==> src/rtl/ept_pkg.sv <==
/*
  Shared constants and types for the 8-bit interval / PWM / carrier timer.
  Assumes one system clock and a count-clock pulse generated outside.
*/
`default_nettype none

package ept_pkg;

  // ==========================================================
  // Widths
  // ==========================================================
  localparam int EPT_CNT_W  = 8;            // Counter and compare width
  localparam int EPT_ADDR_W = 16;           // Register address width
  localparam int EPT_DATA_W = 8;            // Register data width

  // ==========================================================
  // Register map
  // ==========================================================
  localparam logic [EPT_ADDR_W-1:0] EPT_PORT1_DIRECTION_ADDR = 16'hff21;
  localparam logic [EPT_DATA_W-1:0] EPT_PORT1_DIRECTION_RST  = 8'hff; // All pins input
  localparam logic [EPT_ADDR_W-1:0] EPT_CARRIER_STATUS_ADDR  = 16'hff6d;
  localparam int EPT_CARRIER_FLAG_BIT = 0;  // Active gate flag, read only
  localparam int EPT_CARRIER_BUF_BIT  = 1;  // Buffered gate bit mirror
  localparam int EPT_TIMER0_PIN_BIT   = 5;  // Direction bit of timer 0 pin
  localparam int EPT_TIMER1_PIN_BIT   = 6;  // Direction bit of timer 1 pin

  // ==========================================================
  // Counter constants
  // ==========================================================
  localparam logic [EPT_CNT_W-1:0] EPT_CNT_ZERO = 8'h00;  // Counter clear value
  localparam logic [EPT_CNT_W-1:0] EPT_CNT_ONE  = 8'h01;  // Count step
  localparam logic [1:0] EPT_DUTY_SETTLE = 2'h3;          // Count clocks before transfer
  localparam logic [1:0] EPT_AGE_ZERO    = 2'h0;
  localparam logic [1:0] EPT_AGE_ONE     = 2'h1;

  // ==========================================================
  // Types
  // ==========================================================
  typedef enum logic [1:0] {
    EPT_MODE_INTERVAL = 2'b00,
    EPT_MODE_CARRIER  = 2'b01,
    EPT_MODE_PWM      = 2'b10,
    EPT_MODE_BAD      = 2'b11
  } ept_mode_t;

  typedef enum logic {
    EPT_PH_FIRST  = 1'b0,                   // Comparing first register
    EPT_PH_SECOND = 1'b1                    // Comparing second register
  } ept_phase_t;

endpackage : ept_pkg

`default_nettype wire

==> src/rtl/ept_carrier_gate.sv <==
/*
  Carrier gate transfer: brings the companion counter interrupt onto the
  count clock and moves the buffered gate bit into the active gate flag.
  Assumes count_tick_in is a one-cycle pulse per count clock.
*/
`default_nettype none

module ept_carrier_gate (
  // Clock and reset
  input  wire logic core_clk_in,
  input  wire logic reset_in,
  // Count clock and companion event
  input  wire logic count_tick_in,
  input  wire logic companion_irq_in,
  input  wire logic carrier_gate_buffer_in,
  // Results
  output logic      synced_companion_interrupt_out,
  output logic      carrier_gate_flag_out
);
  import ept_pkg::*;

  // ==========================================================
  // State
  // ==========================================================
  logic sync_first;       // First stage, read only by second
  logic sync_prev;        // Previous synced level, for edge
  logic armed;            // Edge seen, transfer on next tick
  logic next_sync_first;
  logic next_synced;
  logic next_sync_prev;
  logic next_armed;
  logic next_flag;

  // Next values; everything advances only on count clocks
  always_comb begin
    next_sync_first = sync_first;
    next_synced     = synced_companion_interrupt_out;
    next_sync_prev  = sync_prev;
    next_armed      = armed;
    next_flag       = carrier_gate_flag_out;
    if (count_tick_in) begin
      next_sync_first = companion_irq_in;
      next_synced     = sync_first;
      next_sync_prev  = synced_companion_interrupt_out;
      // First clock after the synced rise arms, second copies
      next_armed      = synced_companion_interrupt_out && !sync_prev;
      if (armed) begin
        next_flag = carrier_gate_buffer_in;
      end
    end
  end

  // Registers, synchronous reset
  always_ff @(posedge core_clk_in) begin
    if (reset_in) begin
      sync_first                     <= 1'b0;
      synced_companion_interrupt_out <= 1'b0;
      sync_prev                      <= 1'b0;
      armed                          <= 1'b0;
      carrier_gate_flag_out          <= 1'b0;
    end else begin
      sync_first                     <= next_sync_first;
      synced_companion_interrupt_out <= next_synced;
      sync_prev                      <= next_sync_prev;
      armed                          <= next_armed;
      carrier_gate_flag_out          <= next_flag;
    end
  end
endmodule : ept_carrier_gate

`default_nettype wire

==> src/rtl/ept_timer.sv <==
/*
  8-bit timer with two compare registers: interval/square wave, PWM and
  carrier generator modes, plus the port 1 direction register.
  Assumes a one-cycle count_tick_in per count clock, mode and compare
  values from a register file outside the timer, and a byte register port.
*/
`default_nettype none

// Contract
// Reset loads port 1 direction with all ones
// Direction bit zero drives, one floats pin
// Software clears direction and latch for timer pins
// Interval match raises interrupt, clears counter
// Interval mode ignores the second compare
// Output enabled interval match toggles output
// Counting starts within one count clock
// Stopping forces interrupt and output inactive
// Period compare not rewritten during PWM
// Period match clears, interrupts, activates, switches
// Duty match deactivates, switches, no clear
// Period N+1 clocks, active width M+1
// Software keeps duty below period
// Duty write latched, applied after three clocks
// Software rewrites duty after each restart
// Start masks one count clock, output idle
// Carrier low width first, high second
// High width rewritable, low width fixed
// Companion counter gates carrier onto pin
// Disabled counter held at zero
// Idle level bit sets default output
// Gate buffer copied second clock after edge
// Interrupt one count clock wide, enabled only
module ept_timer #(
  parameter int HAS_CARRIER = 1             // Carrier mode exists on this instance
) (
  // Clock and reset
  input  wire logic                           core_clk_in,
  input  wire logic                           reset_in,
  // Register port
  input  wire logic [ept_pkg::EPT_ADDR_W-1:0] reg_addr_in,
  input  wire logic                           reg_wr_in,
  input  wire logic                           reg_rd_in,
  input  wire logic [ept_pkg::EPT_DATA_W-1:0] reg_wdata_in,
  output logic      [ept_pkg::EPT_DATA_W-1:0] reg_rdata_out,
  // Timer control
  input  wire logic                           count_tick_in,
  input  wire logic                           count_enable_bit_in,
  input  wire ept_pkg::ept_mode_t             timer_mode_in,
  input  wire logic                           output_enable_bit_in,
  input  wire logic                           idle_level_bit_in,
  input  wire logic [ept_pkg::EPT_CNT_W-1:0]  period_compare_in,
  input  wire logic [ept_pkg::EPT_CNT_W-1:0]  duty_compare_in,
  input  wire logic                           duty_compare_wr_in,
  // Carrier gating
  input  wire logic                           carrier_gate_buffer_in,
  input  wire logic                           companion_irq_in,
  // Outputs
  output logic                                match_interrupt_out,
  output logic                                timer_output_pin_out,
  output logic                                carrier_gate_flag_out,
  output logic                                synced_companion_interrupt_out,
  output logic      [ept_pkg::EPT_DATA_W-1:0] port1_direction_out
);
  import ept_pkg::*;

  // Refuse values the logic cannot serve
  if (HAS_CARRIER < 0 || HAS_CARRIER > 1) begin : g_bad_param
    $error("HAS_CARRIER must be 0 or 1");
  end

  // ==========================================================
  // Register port
  // ==========================================================
  logic [EPT_DATA_W-1:0] next_direction;  // Direction register next value
  logic [EPT_DATA_W-1:0] next_rdata;      // Read data next value

  // Decode writes and reads; unmapped reads return zero
  always_comb begin
    next_direction = port1_direction_out;
    next_rdata     = reg_rdata_out;
    if (reg_wr_in && reg_addr_in == EPT_PORT1_DIRECTION_ADDR) begin
      next_direction = reg_wdata_in;
    end
    if (reg_rd_in) begin
      next_rdata = '0;
      if (reg_addr_in == EPT_PORT1_DIRECTION_ADDR) begin
        next_rdata = port1_direction_out;
      end else if (reg_addr_in == EPT_CARRIER_STATUS_ADDR) begin
        next_rdata[EPT_CARRIER_FLAG_BIT] = carrier_gate_flag_out;
        next_rdata[EPT_CARRIER_BUF_BIT]  = carrier_gate_buffer_in;
      end
    end
  end

  // Register port flops
  always_ff @(posedge core_clk_in) begin
    if (reset_in) begin
      port1_direction_out <= EPT_PORT1_DIRECTION_RST;
      reg_rdata_out       <= '0;
    end else begin
      port1_direction_out <= next_direction;
      reg_rdata_out       <= next_rdata;
    end
  end

  // ==========================================================
  // Carrier gate
  // ==========================================================
  ept_carrier_gate u_gate (
    .core_clk_in                    (core_clk_in),
    .reset_in                       (reset_in),
    .count_tick_in                  (count_tick_in),
    .companion_irq_in               (companion_irq_in),
    .carrier_gate_buffer_in         (carrier_gate_buffer_in),
    .synced_companion_interrupt_out (synced_companion_interrupt_out),
    .carrier_gate_flag_out          (carrier_gate_flag_out)
  );

  // ==========================================================
  // Counter state
  // ==========================================================
  logic [EPT_CNT_W-1:0] cnt;          // Timer counter
  ept_phase_t           phase;        // Which compare is live
  logic                 act;          // Output active (before level)
  logic                 mask;         // Swallow next count clock
  logic [EPT_CNT_W-1:0] duty_active;  // Duty compare in use
  logic [EPT_CNT_W-1:0] duty_latch;   // Written, not yet applied
  logic                 duty_pend;    // Latch holds a new value
  logic [1:0]           duty_age;     // Count clocks since write
  logic [EPT_CNT_W-1:0] next_cnt;
  ept_phase_t           next_phase;
  logic                 next_act;
  logic                 next_mask;
  logic                 next_irq;
  logic                 next_pin;
  logic [EPT_CNT_W-1:0] next_duty_active;
  logic [EPT_CNT_W-1:0] next_duty_latch;
  logic                 next_duty_pend;
  logic [1:0]           next_duty_age;
  logic                 duty_ripe;    // Latch old enough to move
  logic                 carrier_ok;   // Carrier mode allowed here

  assign carrier_ok = (HAS_CARRIER == 1);
  assign duty_ripe  = duty_pend && (duty_age >= EPT_DUTY_SETTLE);

  function automatic logic [EPT_CNT_W-1:0] inc(input logic [EPT_CNT_W-1:0] v);
    inc = v + EPT_CNT_ONE;            // Wraps at the 8-bit limit
  endfunction : inc

  // Next counter, phase and output state
  always_comb begin
    next_cnt         = cnt;
    next_phase       = phase;
    next_act         = act;
    next_mask        = mask;
    next_irq         = match_interrupt_out;
    next_duty_active = duty_active;
    next_duty_latch  = duty_latch;
    next_duty_pend   = duty_pend;
    next_duty_age    = duty_age;
    // Duty write is only latched; age counts count clocks after it
    if (duty_compare_wr_in) begin
      next_duty_latch = duty_compare_in;
      next_duty_pend  = 1'b1;
      next_duty_age   = EPT_AGE_ZERO;
    end else if (duty_pend && count_tick_in && duty_age < EPT_DUTY_SETTLE) begin
      next_duty_age = duty_age + EPT_AGE_ONE;
    end
    if (!count_enable_bit_in) begin
      // Stopped: hold at zero, force everything inactive
      next_cnt   = EPT_CNT_ZERO;
      next_phase = EPT_PH_FIRST;
      next_act   = 1'b0;
      next_irq   = 1'b0;
      next_mask  = 1'b1;
      // No counting, so a waiting value can go straight in
      if (duty_compare_wr_in) begin
        next_duty_active = duty_compare_in;
        next_duty_pend   = 1'b0;
      end else if (duty_pend) begin
        next_duty_active = duty_latch;
        next_duty_pend   = 1'b0;
      end
    end else if (count_tick_in) begin
      next_irq = 1'b0;                // Pulse lasts one count clock
      if (mask) begin
        next_mask = 1'b0;             // First clock after start is lost
      end else begin
        case (timer_mode_in)
          EPT_MODE_INTERVAL: begin
            // Only the period compare is looked at
            if (cnt == period_compare_in) begin
              next_cnt = EPT_CNT_ZERO;
              next_irq = 1'b1;
              next_act = !act;
            end else begin
              next_cnt = inc(cnt);
            end
          end
          EPT_MODE_PWM: begin
            if (phase == EPT_PH_FIRST) begin
              if (cnt == period_compare_in) begin
                next_cnt   = EPT_CNT_ZERO;
                next_irq   = 1'b1;
                next_act   = 1'b1;
                next_phase = EPT_PH_SECOND;
              end else begin
                next_cnt = inc(cnt);
              end
            end else begin
              next_cnt = inc(cnt);    // Never cleared here
              if (cnt == duty_active) begin
                next_act   = 1'b0;
                next_phase = EPT_PH_FIRST;
                if (duty_ripe) begin
                  next_duty_active = duty_latch;
                  next_duty_pend   = duty_compare_wr_in;  // Same-cycle write stays pending
                end
              end
            end
          end
          EPT_MODE_CARRIER: begin
            if (carrier_ok) begin
              // Low width from period register, high width from duty
              if (phase == EPT_PH_FIRST && cnt == period_compare_in) begin
                next_cnt   = EPT_CNT_ZERO;
                next_irq   = 1'b1;
                next_act   = 1'b1;
                next_phase = EPT_PH_SECOND;
              end else if (phase == EPT_PH_SECOND && cnt == duty_active) begin
                next_cnt   = EPT_CNT_ZERO;
                next_irq   = 1'b1;
                next_act   = 1'b0;
                next_phase = EPT_PH_FIRST;
                if (duty_ripe) begin
                  next_duty_active = duty_latch;
                  next_duty_pend   = duty_compare_wr_in;  // Same-cycle write stays pending
                end
              end else begin
                next_cnt = inc(cnt);
              end
            end
          end
          default: begin
            next_cnt = cnt;           // Prohibited mode: counter frozen
          end
        endcase
      end
    end
    // Pin: idle level unless enabled and active; carrier also needs the gate
    next_pin = idle_level_bit_in;
    if (output_enable_bit_in && act) begin
      if (timer_mode_in != EPT_MODE_CARRIER || carrier_gate_flag_out) begin
        next_pin = !idle_level_bit_in;
      end
    end
  end

  // Counter flops
  always_ff @(posedge core_clk_in) begin
    if (reset_in) begin
      cnt                  <= EPT_CNT_ZERO;
      phase                <= EPT_PH_FIRST;
      act                  <= 1'b0;
      mask                 <= 1'b1;
      match_interrupt_out  <= 1'b0;
      timer_output_pin_out <= 1'b0;
      duty_active          <= EPT_CNT_ZERO;
      duty_latch           <= EPT_CNT_ZERO;
      duty_pend            <= 1'b0;
      duty_age             <= EPT_AGE_ZERO;
    end else begin
      cnt                  <= next_cnt;
      phase                <= next_phase;
      act                  <= next_act;
      mask                 <= next_mask;
      match_interrupt_out  <= next_irq;
      timer_output_pin_out <= next_pin;
      duty_active          <= next_duty_active;
      duty_latch           <= next_duty_latch;
      duty_pend            <= next_duty_pend;
      duty_age             <= next_duty_age;
    end
  end
endmodule : ept_timer

`default_nettype wire

==> config.mk <==
export PLATFORM = sky130hd
export DESIGN_NAME = ept_timer
export DESIGN_NICKNAME = d
export VERILOG_FILES = /design/src/rtl/ept_pkg.sv /design/src/rtl/ept_carrier_gate.sv /design/src/rtl/ept_timer.sv
export SDC_FILE = /design/constraint.sdc
export NUM_CORES = 1
export LEC_CHECK = 0
export BUFFER_PORTS_ARGS = -buffer_cell sky130_fd_sc_hd__buf_2
export CORE_MARGIN = 1.5
export CORE_UTILIZATION = 40
export DETAILED_ROUTE_END_ITERATION = 8
export MAX_ROUTING_LAYER = met4
export PLACE_DENSITY = 0.62
export RECOVER_POWER = 100
export SLEW_MARGIN = 40
export SYNTH_ARGS = -nofsm -noshare
export SYNTH_HDL_FRONTEND = slang
export SYNTH_SLANG_ARGS = --single-unit
==> constraint.sdc <==
create_clock -name core_clk_in -period 2.65 [get_ports core_clk_in]
set_input_delay 0.795 -clock core_clk_in [delete_from_list [all_inputs] [get_ports core_clk_in]]
set_output_delay 0.795 -clock core_clk_in [all_outputs]
set_load 0.02 [all_outputs]
==> qor.txt, run 1 <==
Residual DRC = 4
Multi-input gate area = 1430 um2
Initial Utilization = 41.7%
Boundary pin count = 73
Die Ht = 84.8 um
Sum Neg Setup Slack = 0 ns
Clk Latency, worst-skew pair = 0.31 ns
Area of the core = 6420 um2
Hpwl dp = 4320 um
P_int = 1200 uW
Worst setup margin = 0.487 ns
Min-delay worst type = reg2reg
# resized after CTS = 0
RSZ-0062 raised after global routing = false
Gr busiest metal = met2
Adder-Cell Fraction of Synth Area = 2.81%
Final setup viols = 0
Fmax = 462 MHz
Tcrit/Tclk final = 81.6%
Fin crit period = 2.16 ns
Die area = 7190 um2
Antenna violations before repair = 0
Seq/Total Area, Yosys = 39.6%
Asr flop ratio synth = 0%
Cells after Synth = 310
Clk_skew = 0.00851 ns
Net Sw Power = 364 uW
Register area = 1060 um2
Max-cap violations = 1
DR vias/cell = 5.03
TritonCTS clock tree = built
Worst setup startpoint = cnt[0]
Num CTS Buffers = 5
Syn-to-layout area delta = 17.3%
Min-delay src = reg_rdata_out[0]
Clock Sinks = 53
WL final = 5770 um
Crit path max fanout = 8
Htree depth = 2
Violated checks = design-rule violations, max-capacitance violations, max-slew violations
First-pass GRT wire length = 9710 um
NumNets Final = 437
Commonest cells in the netlist = dfxtp_1 (53), nor2_1 (45), nand2_1 (25), mux2i_1 (20), inv_1 (14)
Hold-fix buffers, CTS = 0
Row cnt = 29
Die Span X = 84.8 um
Fillers = 646
Vias in the first global route = 2111
Clk root buf = clkbuf_8
Fraction of layout cells with a size suffix above 1 = 17.4%
Top post-synthesis cells by area = dfxtp_1 (40%), mux2i_1 (7.5%), nor2_1 (6.3%)
Synthesized cell area = 2680 um2
Design Power = 1560 uW
CTS Buffer Depth = 2
Post-synth top area share = 39.6%
Initial DRC Count = 100
EDFF count, synth = 0
Synth Area in XOR/XNOR = 5.89%
Vias = 2294
Largest family of logic cells by synthesized area = simple AND/OR/NAND/NOR gates
Pre-CTS WS = 0.311 ns
Post-CTS Setup Inserts = 0
Pwr dens = 498 nW/um2
Ys Warns = 0
Share of total power in combinational logic = 10.7%
Critical Path AT = 2.30 ns
Slew @ Worst Pin = 1.61 ns
Largest net degree at the start of global routing = 37
Crit. End Element = flip-flop
Synth cell types = 45
Number of synthesized register bits = 53
Leak = 0.00139 uW
Drt pass-1 iters = 6
Clock power share = 36.6%
Post-Synth Simple-Gate Area = 23.5%
WP data required = 2.79 ns
Crit path launch type = flip-flop
Avg Inst Size Synth = 8.63 um2
Global Route met3 Usage = 3.05%
Critical path class = reg2reg
VDD IR-drop max = 0.201 mV
Headroom to the max-slew limit = -7.50%
Tot GR Track Use = 17.2%
Clock-pin slew on the worst setup and hold paths = 0.10 ns
Max-slew violation count = 37
Routed wire per std cell = 12.6 um
Main synth FF type = dfxtp_1
Count leader, synth = dfxtp_1
Switching share of power = 23.3%
Mux contribution to synthesized area = 10.8%
Antenna diodes = 0
Synth Area in Compound Gates = 10.8%
RD Place Congestion = 0.828
Post-DRT Antenna Nets = 0
M2 GR Usage = 26.9%
Port Buf Inserts = 72
Reg power frac = 52.7%
Status = finished with violations
Synth Net Count = 369
Origin of the critical flop-to-flop path = cnt[0]
Met1 Usage GRT = 22.6%
GRT Residual Overflow = 0
Area leader, netlist = dfxtp_1
Final hold violations = 0
==> power groups by stage <==
stage	clock [uW]	combinational [uW]	sequential, uW
after floorplan	0	103	841
after CTS	595	173	823
final	572	168	823
after global routing	627	187	826
after global placement	0	169	841
after detailed placement	0	171	841
==> layer usage <==
metal,routed length [um],part of all wire (%)
met1,2800,49
met2,2670,46
met3,243,4.2
met4,47,0.82
met5,0,0
==> critical path, stage by stage (launching register included) <==
cell and delay, ns:
dfxtp_1 0.51, xnor2_1 0.16, nand2_1 0.08, or3_1 0.47, o32a_1 0.37, buf_4 0.18
mux2i_1 0.16, nor2_1 0.06
==> area by class of cell <==
class | instances | share of cell area, %
inverter | 15 | 1.79
clock inverter | 2 | 1.20
clock buffer | 6 | 2.63
sequential | 53 | 33.8
timing repair buffer | 79 | 11.9
tap | 77 | 3.07
multi-input combinational | 224 | 45.7
==> logic make-up after synthesis <==
logic type | Yosys count
adder cells (fa/ha/maj) | 6
multiplexers | 28
AO/OA/AOI/OAI | 44
XOR/XNOR | 18
AND/OR/NAND/NOR | 128
buffers and inverters | 33
flip-flops | 53
==> final timing paths <==
kind	to	slack, ns	cells after the start
worst min-delay path	reg_rdata_out[0]	0.47	2
worst max register to register	duty_active[7]	0.49	7
worst min register to register	reg_rdata_out[0]	0.47	2
worst max-delay path	duty_active[7]	0.49	7
==> through the flow <==
stage          instance area, um2  hold slack [ns]  cells  utilization (%)
2_1_floorplan                2680            0.442    310                -
3_3_place_gp                 3070            0.453    448             47.7
3_5_place_dp                 3070            0.461    448             47.7
4_1_cts                      3190            0.476    456             49.6
5_1_grt                      3140            0.507    456             48.9
6_report                     3140            0.474    456             48.9
==> state kept, by name, summed over array words and instances (netlist names) <==
signal	count
u_gate.carrier_gate_flag_out	1
reg_rdata_out	8
u_gate.synced_companion_interrupt_out	1
duty_latch	8
duty_age	2
match_interrupt_out	1
phase	1
duty_active	8
duty_pend	1
mask	1
u_gate.sync_first	1
u_gate.sync_prev	1
cnt	8
u_gate.armed	1
act	1
timer_output_pin_out	1
port1_direction_out	8
==> cells in the final DEF, fill, tap and decap left out, types with 9 or more instances in the layout <==
master	n
a21oi_1	13
buf_2	49
clkbuf_1	26
dfxtp_1	53
inv_1	14
mux2i_1	20
nand2_1	25
nand3_1	11
nor2_1	45
nor2b_1	11
o21ai_0	9
xor2_1	10
Note: power is estimated with default switching activity, not from simulation.
==> run 2: changes to the inputs <==
- ABC_AREA: default -> 1
- PLACE_DENSITY: 0.62 -> 0.61
- clock period: 2.65 -> 2 ns (I/O delays scaled with it)
==> run 2 against run 1 <==
Net effect: the flow now finishes without violations; synthesized area increased by 5.6%; clock power increased by 32%; hold slack got worse by 0.0037 ns; critical path depth increased by 2; global-route usage increased by 0.92 points; sequential power increased by 35%; cell count increased by 28%; utilization increased by 0.88 points; critical path type is now in2reg; largest power group unchanged.
==> qor.txt, run 2 <==
Post-CTS Setup Inserts = 0 (unchanged)
Boundary pin count = 73 (unchanged)
Antenna diodes = 0 (unchanged)
Fraction of layout cells with a size suffix above 1 = 16.2% (was 17.4%)
CTS Buffer Depth = 2 (unchanged)
Tcrit/Tclk final = 88.7%
Die Span X = 87.0 um (was 84.8 um)
Vias = 2700 (was 2294)
Fin crit period = 1.77 ns
Num CTS Buffers = 5 (unchanged)
Count leader, synth = nand2_1 (was dfxtp_1)
Port Buf Inserts = 72 (unchanged)
Routed wire per std cell = 11.0 um (was 12.6 um)
Max-slew violation count = 0 (was 37)
Most common cell after layout, fill and taps aside = nand2_1 (was dfxtp_1)
Post-synth top area share = 37.6% (was 39.6%)
Largest net degree at the start of global routing = 29 (was 37)
Clock-pin slew on the worst setup and hold paths = 0.09 ns (was 0.10 ns)
Number of synthesized register bits = 53 (unchanged)
FF-to-FF setup slack = 0.27 ns (was 0.49 ns)
Min-delay worst type = reg2reg (unchanged)
Critical path class = in2reg (was reg2reg)
NumNets Final = 545 (was 437)
Crit. End Element = flip-flop (unchanged)
Crit path launch type = input port (was flip-flop)
Max-cap violations = 0 (was 1)
Hpwl dp = 5000 um (was 4320 um)
Synth Net Count = 467 (was 369)
Syn-to-layout area delta = 19.7% (was 17.3%)
Residual DRC = 0 (was 4)
Avg Inst Size Synth = 6.92 um2 (was 8.63 um2)
VDD IR-drop max = 0.317 mV (was 0.201 mV)
Tot GR Track Use = 18.1% (was 17.2%)
Htree depth = 2 (unchanged)
Ys Warns = 0 (unchanged)
Area of the core = 6790 um2 (was 6420 um2)
Leak = 0.00152 uW (was 0.00139 uW)
WP data required = 2.20 ns (was 2.79 ns)
Drt pass-1 iters = 6 (unchanged)
Synthesized cell area = 2830 um2 (was 2680 um2)
Design Power = 2160 uW (was 1560 uW)
Register area = 1060 um2 (unchanged)
First-pass GRT wire length = 10700 um (was 9710 um)
Crit path max fanout = 16 (was 8)
WL final = 6400 um (was 5770 um)
Die area = 7580 um2 (was 7190 um2)
Cells after Synth = 408 (was 310)
Commonest cells in the netlist = nand2_1 (115), dfxtp_1 (53), nor2_1 (42), inv_1 (39) (was dfxtp_1 (53), nor2_1 (45), nand2_1 (25), mux2i_1 (20), inv_1 (14))
Pwr dens = 640 nW/um2 (was 498 nW/um2)
Post-DRT Antenna Nets = 0 (unchanged)
RSZ-0062 raised after global routing = false (unchanged)
Hold-fix buffers, CTS = 0 (unchanged)
Clk Latency, worst-skew pair = 0.30 ns (was 0.31 ns)
Row cnt = 30 (was 29)
Vias in the first global route = 2396 (was 2111)
Initial Utilization = 41.6% (was 41.7%)
DR vias/cell = 4.63 (was 5.03)
Commonest non-fill, non-tap cells in the layout = nand2_1 (115), dfxtp_1 (53), buf_2 (48) (was dfxtp_1 (53), buf_2 (49), nor2_1 (45))
Final setup viols = 0 (unchanged)
Sum Neg Setup Slack = 0 ns (unchanged)
Clock Sinks = 53 (unchanged)
Final Util = 49.8% (was 48.9%)
Headroom to the max-slew limit = 57.2% (was -7.50%)
Synth cell types = 35 (was 45)
EDFF count, synth = 0 (unchanged)
RD Place Congestion = 0.944 (was 0.828)
Top post-synthesis cells by area = dfxtp_1 (38%), nand2_1 (15%), nor2_1 (5.6%) (was dfxtp_1 (40%), mux2i_1 (7.5%), nor2_1 (6.3%))
Seq/Total Area, Yosys = 37.6% (was 39.6%)
Fmax = 564 MHz
Clk root buf = clkbuf_8 (unchanged)
Main synth FF type = dfxtp_1 (unchanged)
Final hold violations = 0 (unchanged)
Clk_skew = 0.00476 ns (was 0.00851 ns)
Critical Path AT = 1.97 ns (was 2.30 ns)
Area leader, netlist = dfxtp_1 (unchanged)
Die Ht = 87.0 um (was 84.8 um)
Asr flop ratio synth = 0% (unchanged)
# resized after CTS = 0 (unchanged)
Fillers = 716 (was 646)
GRT Residual Overflow = 0 (unchanged)
Status = complete, no violations (was finished with violations)
Antenna violations before repair = 0 (unchanged)
Slew @ Worst Pin = 0.641 ns (was 1.61 ns)
Initial DRC Count = 72 (was 100)
Multi-input gate area = 1520 um2 (was 1430 um2)
TritonCTS clock tree = built (unchanged)
[run 2: final cells by class]
class / instances / share of cell area, %
sequential: 53 / 31.4
inverter: 44 / 4.88
timing repair buffer: 83 / 11.8
clock inverter: 1 / 0.888
clock buffer: 7 / 2.55
tap: 96 / 3.55
multi-input combinational: 299 / 45.0
[run 2: power breakdown]
part | internal, uW | switching [uW] | leakage (uW) | total, uW
combinational | 121 | 177 | 0.00102 | 299
sequential | 1090 | 20.3 | 0.000433 | 1110
clock | 409 | 344 | 0.0000585 | 753
total | 1620 | 542 | 0.00152 | 2160
[run 2: path summary, 6_finish.rpt]
check                                      start          endpoint  depth (start not counted)
worst max-delay path            timer_mode_in[0]    duty_active[3]                          9
worst min-delay path            u_gate.sync_prev  u_gate.sync_prev                          2
worst max register to register            cnt[2]            cnt[6]                          8
worst min register to register  u_gate.sync_prev  u_gate.sync_prev                          2
[run 2: per-layer routing]
metal / GRT usage [%] / routed length [um] / vias up
li1: - / - / 1459
met3: 3.60 / 240 / 8
met1: 23.6 / 3190 / 1178
met2: 29.1 / 2890 / 55
met4: 3.81 / 72 / 0
met5: - / 0 / -
[run 2: worst max-delay path, cell delays in order]
cell and delay, ns:
clkbuf_1 0.13, inv_1 0.08, ha_1 0.27, inv_1 0.07, nor2_1 0.06, nor3_2 0.26, nand3_4 0.22, a21oi_1 0.21
nor2_1 0.06
[run 2: through the flow]
stage	instance area (um2)	worst slack, ns	hold slack [ns]	cells
2_1_floorplan	2830	0.184	0.440	408
5_1_grt	3380	0.0636	0.503	583
6_report	3380	0.227	0.470	583
3_3_place_gp	3320	0.0599	0.448	575
4_1_cts	3430	0.268	0.469	583
3_5_place_dp	3320	-0.0114	0.454	575
[run 2: cell families after synthesis]
family	Yosys count	share of synthesized area (%)
AO/OA/AOI/OAI	55	9.96
XOR/XNOR	15	4.65
adder cells (fa/ha/maj)	6	2.66
buffers and inverters	56	8.37
flip-flops	53	37.6
multiplexers	8	2.83
AND/OR/NAND/NOR	215	34.0
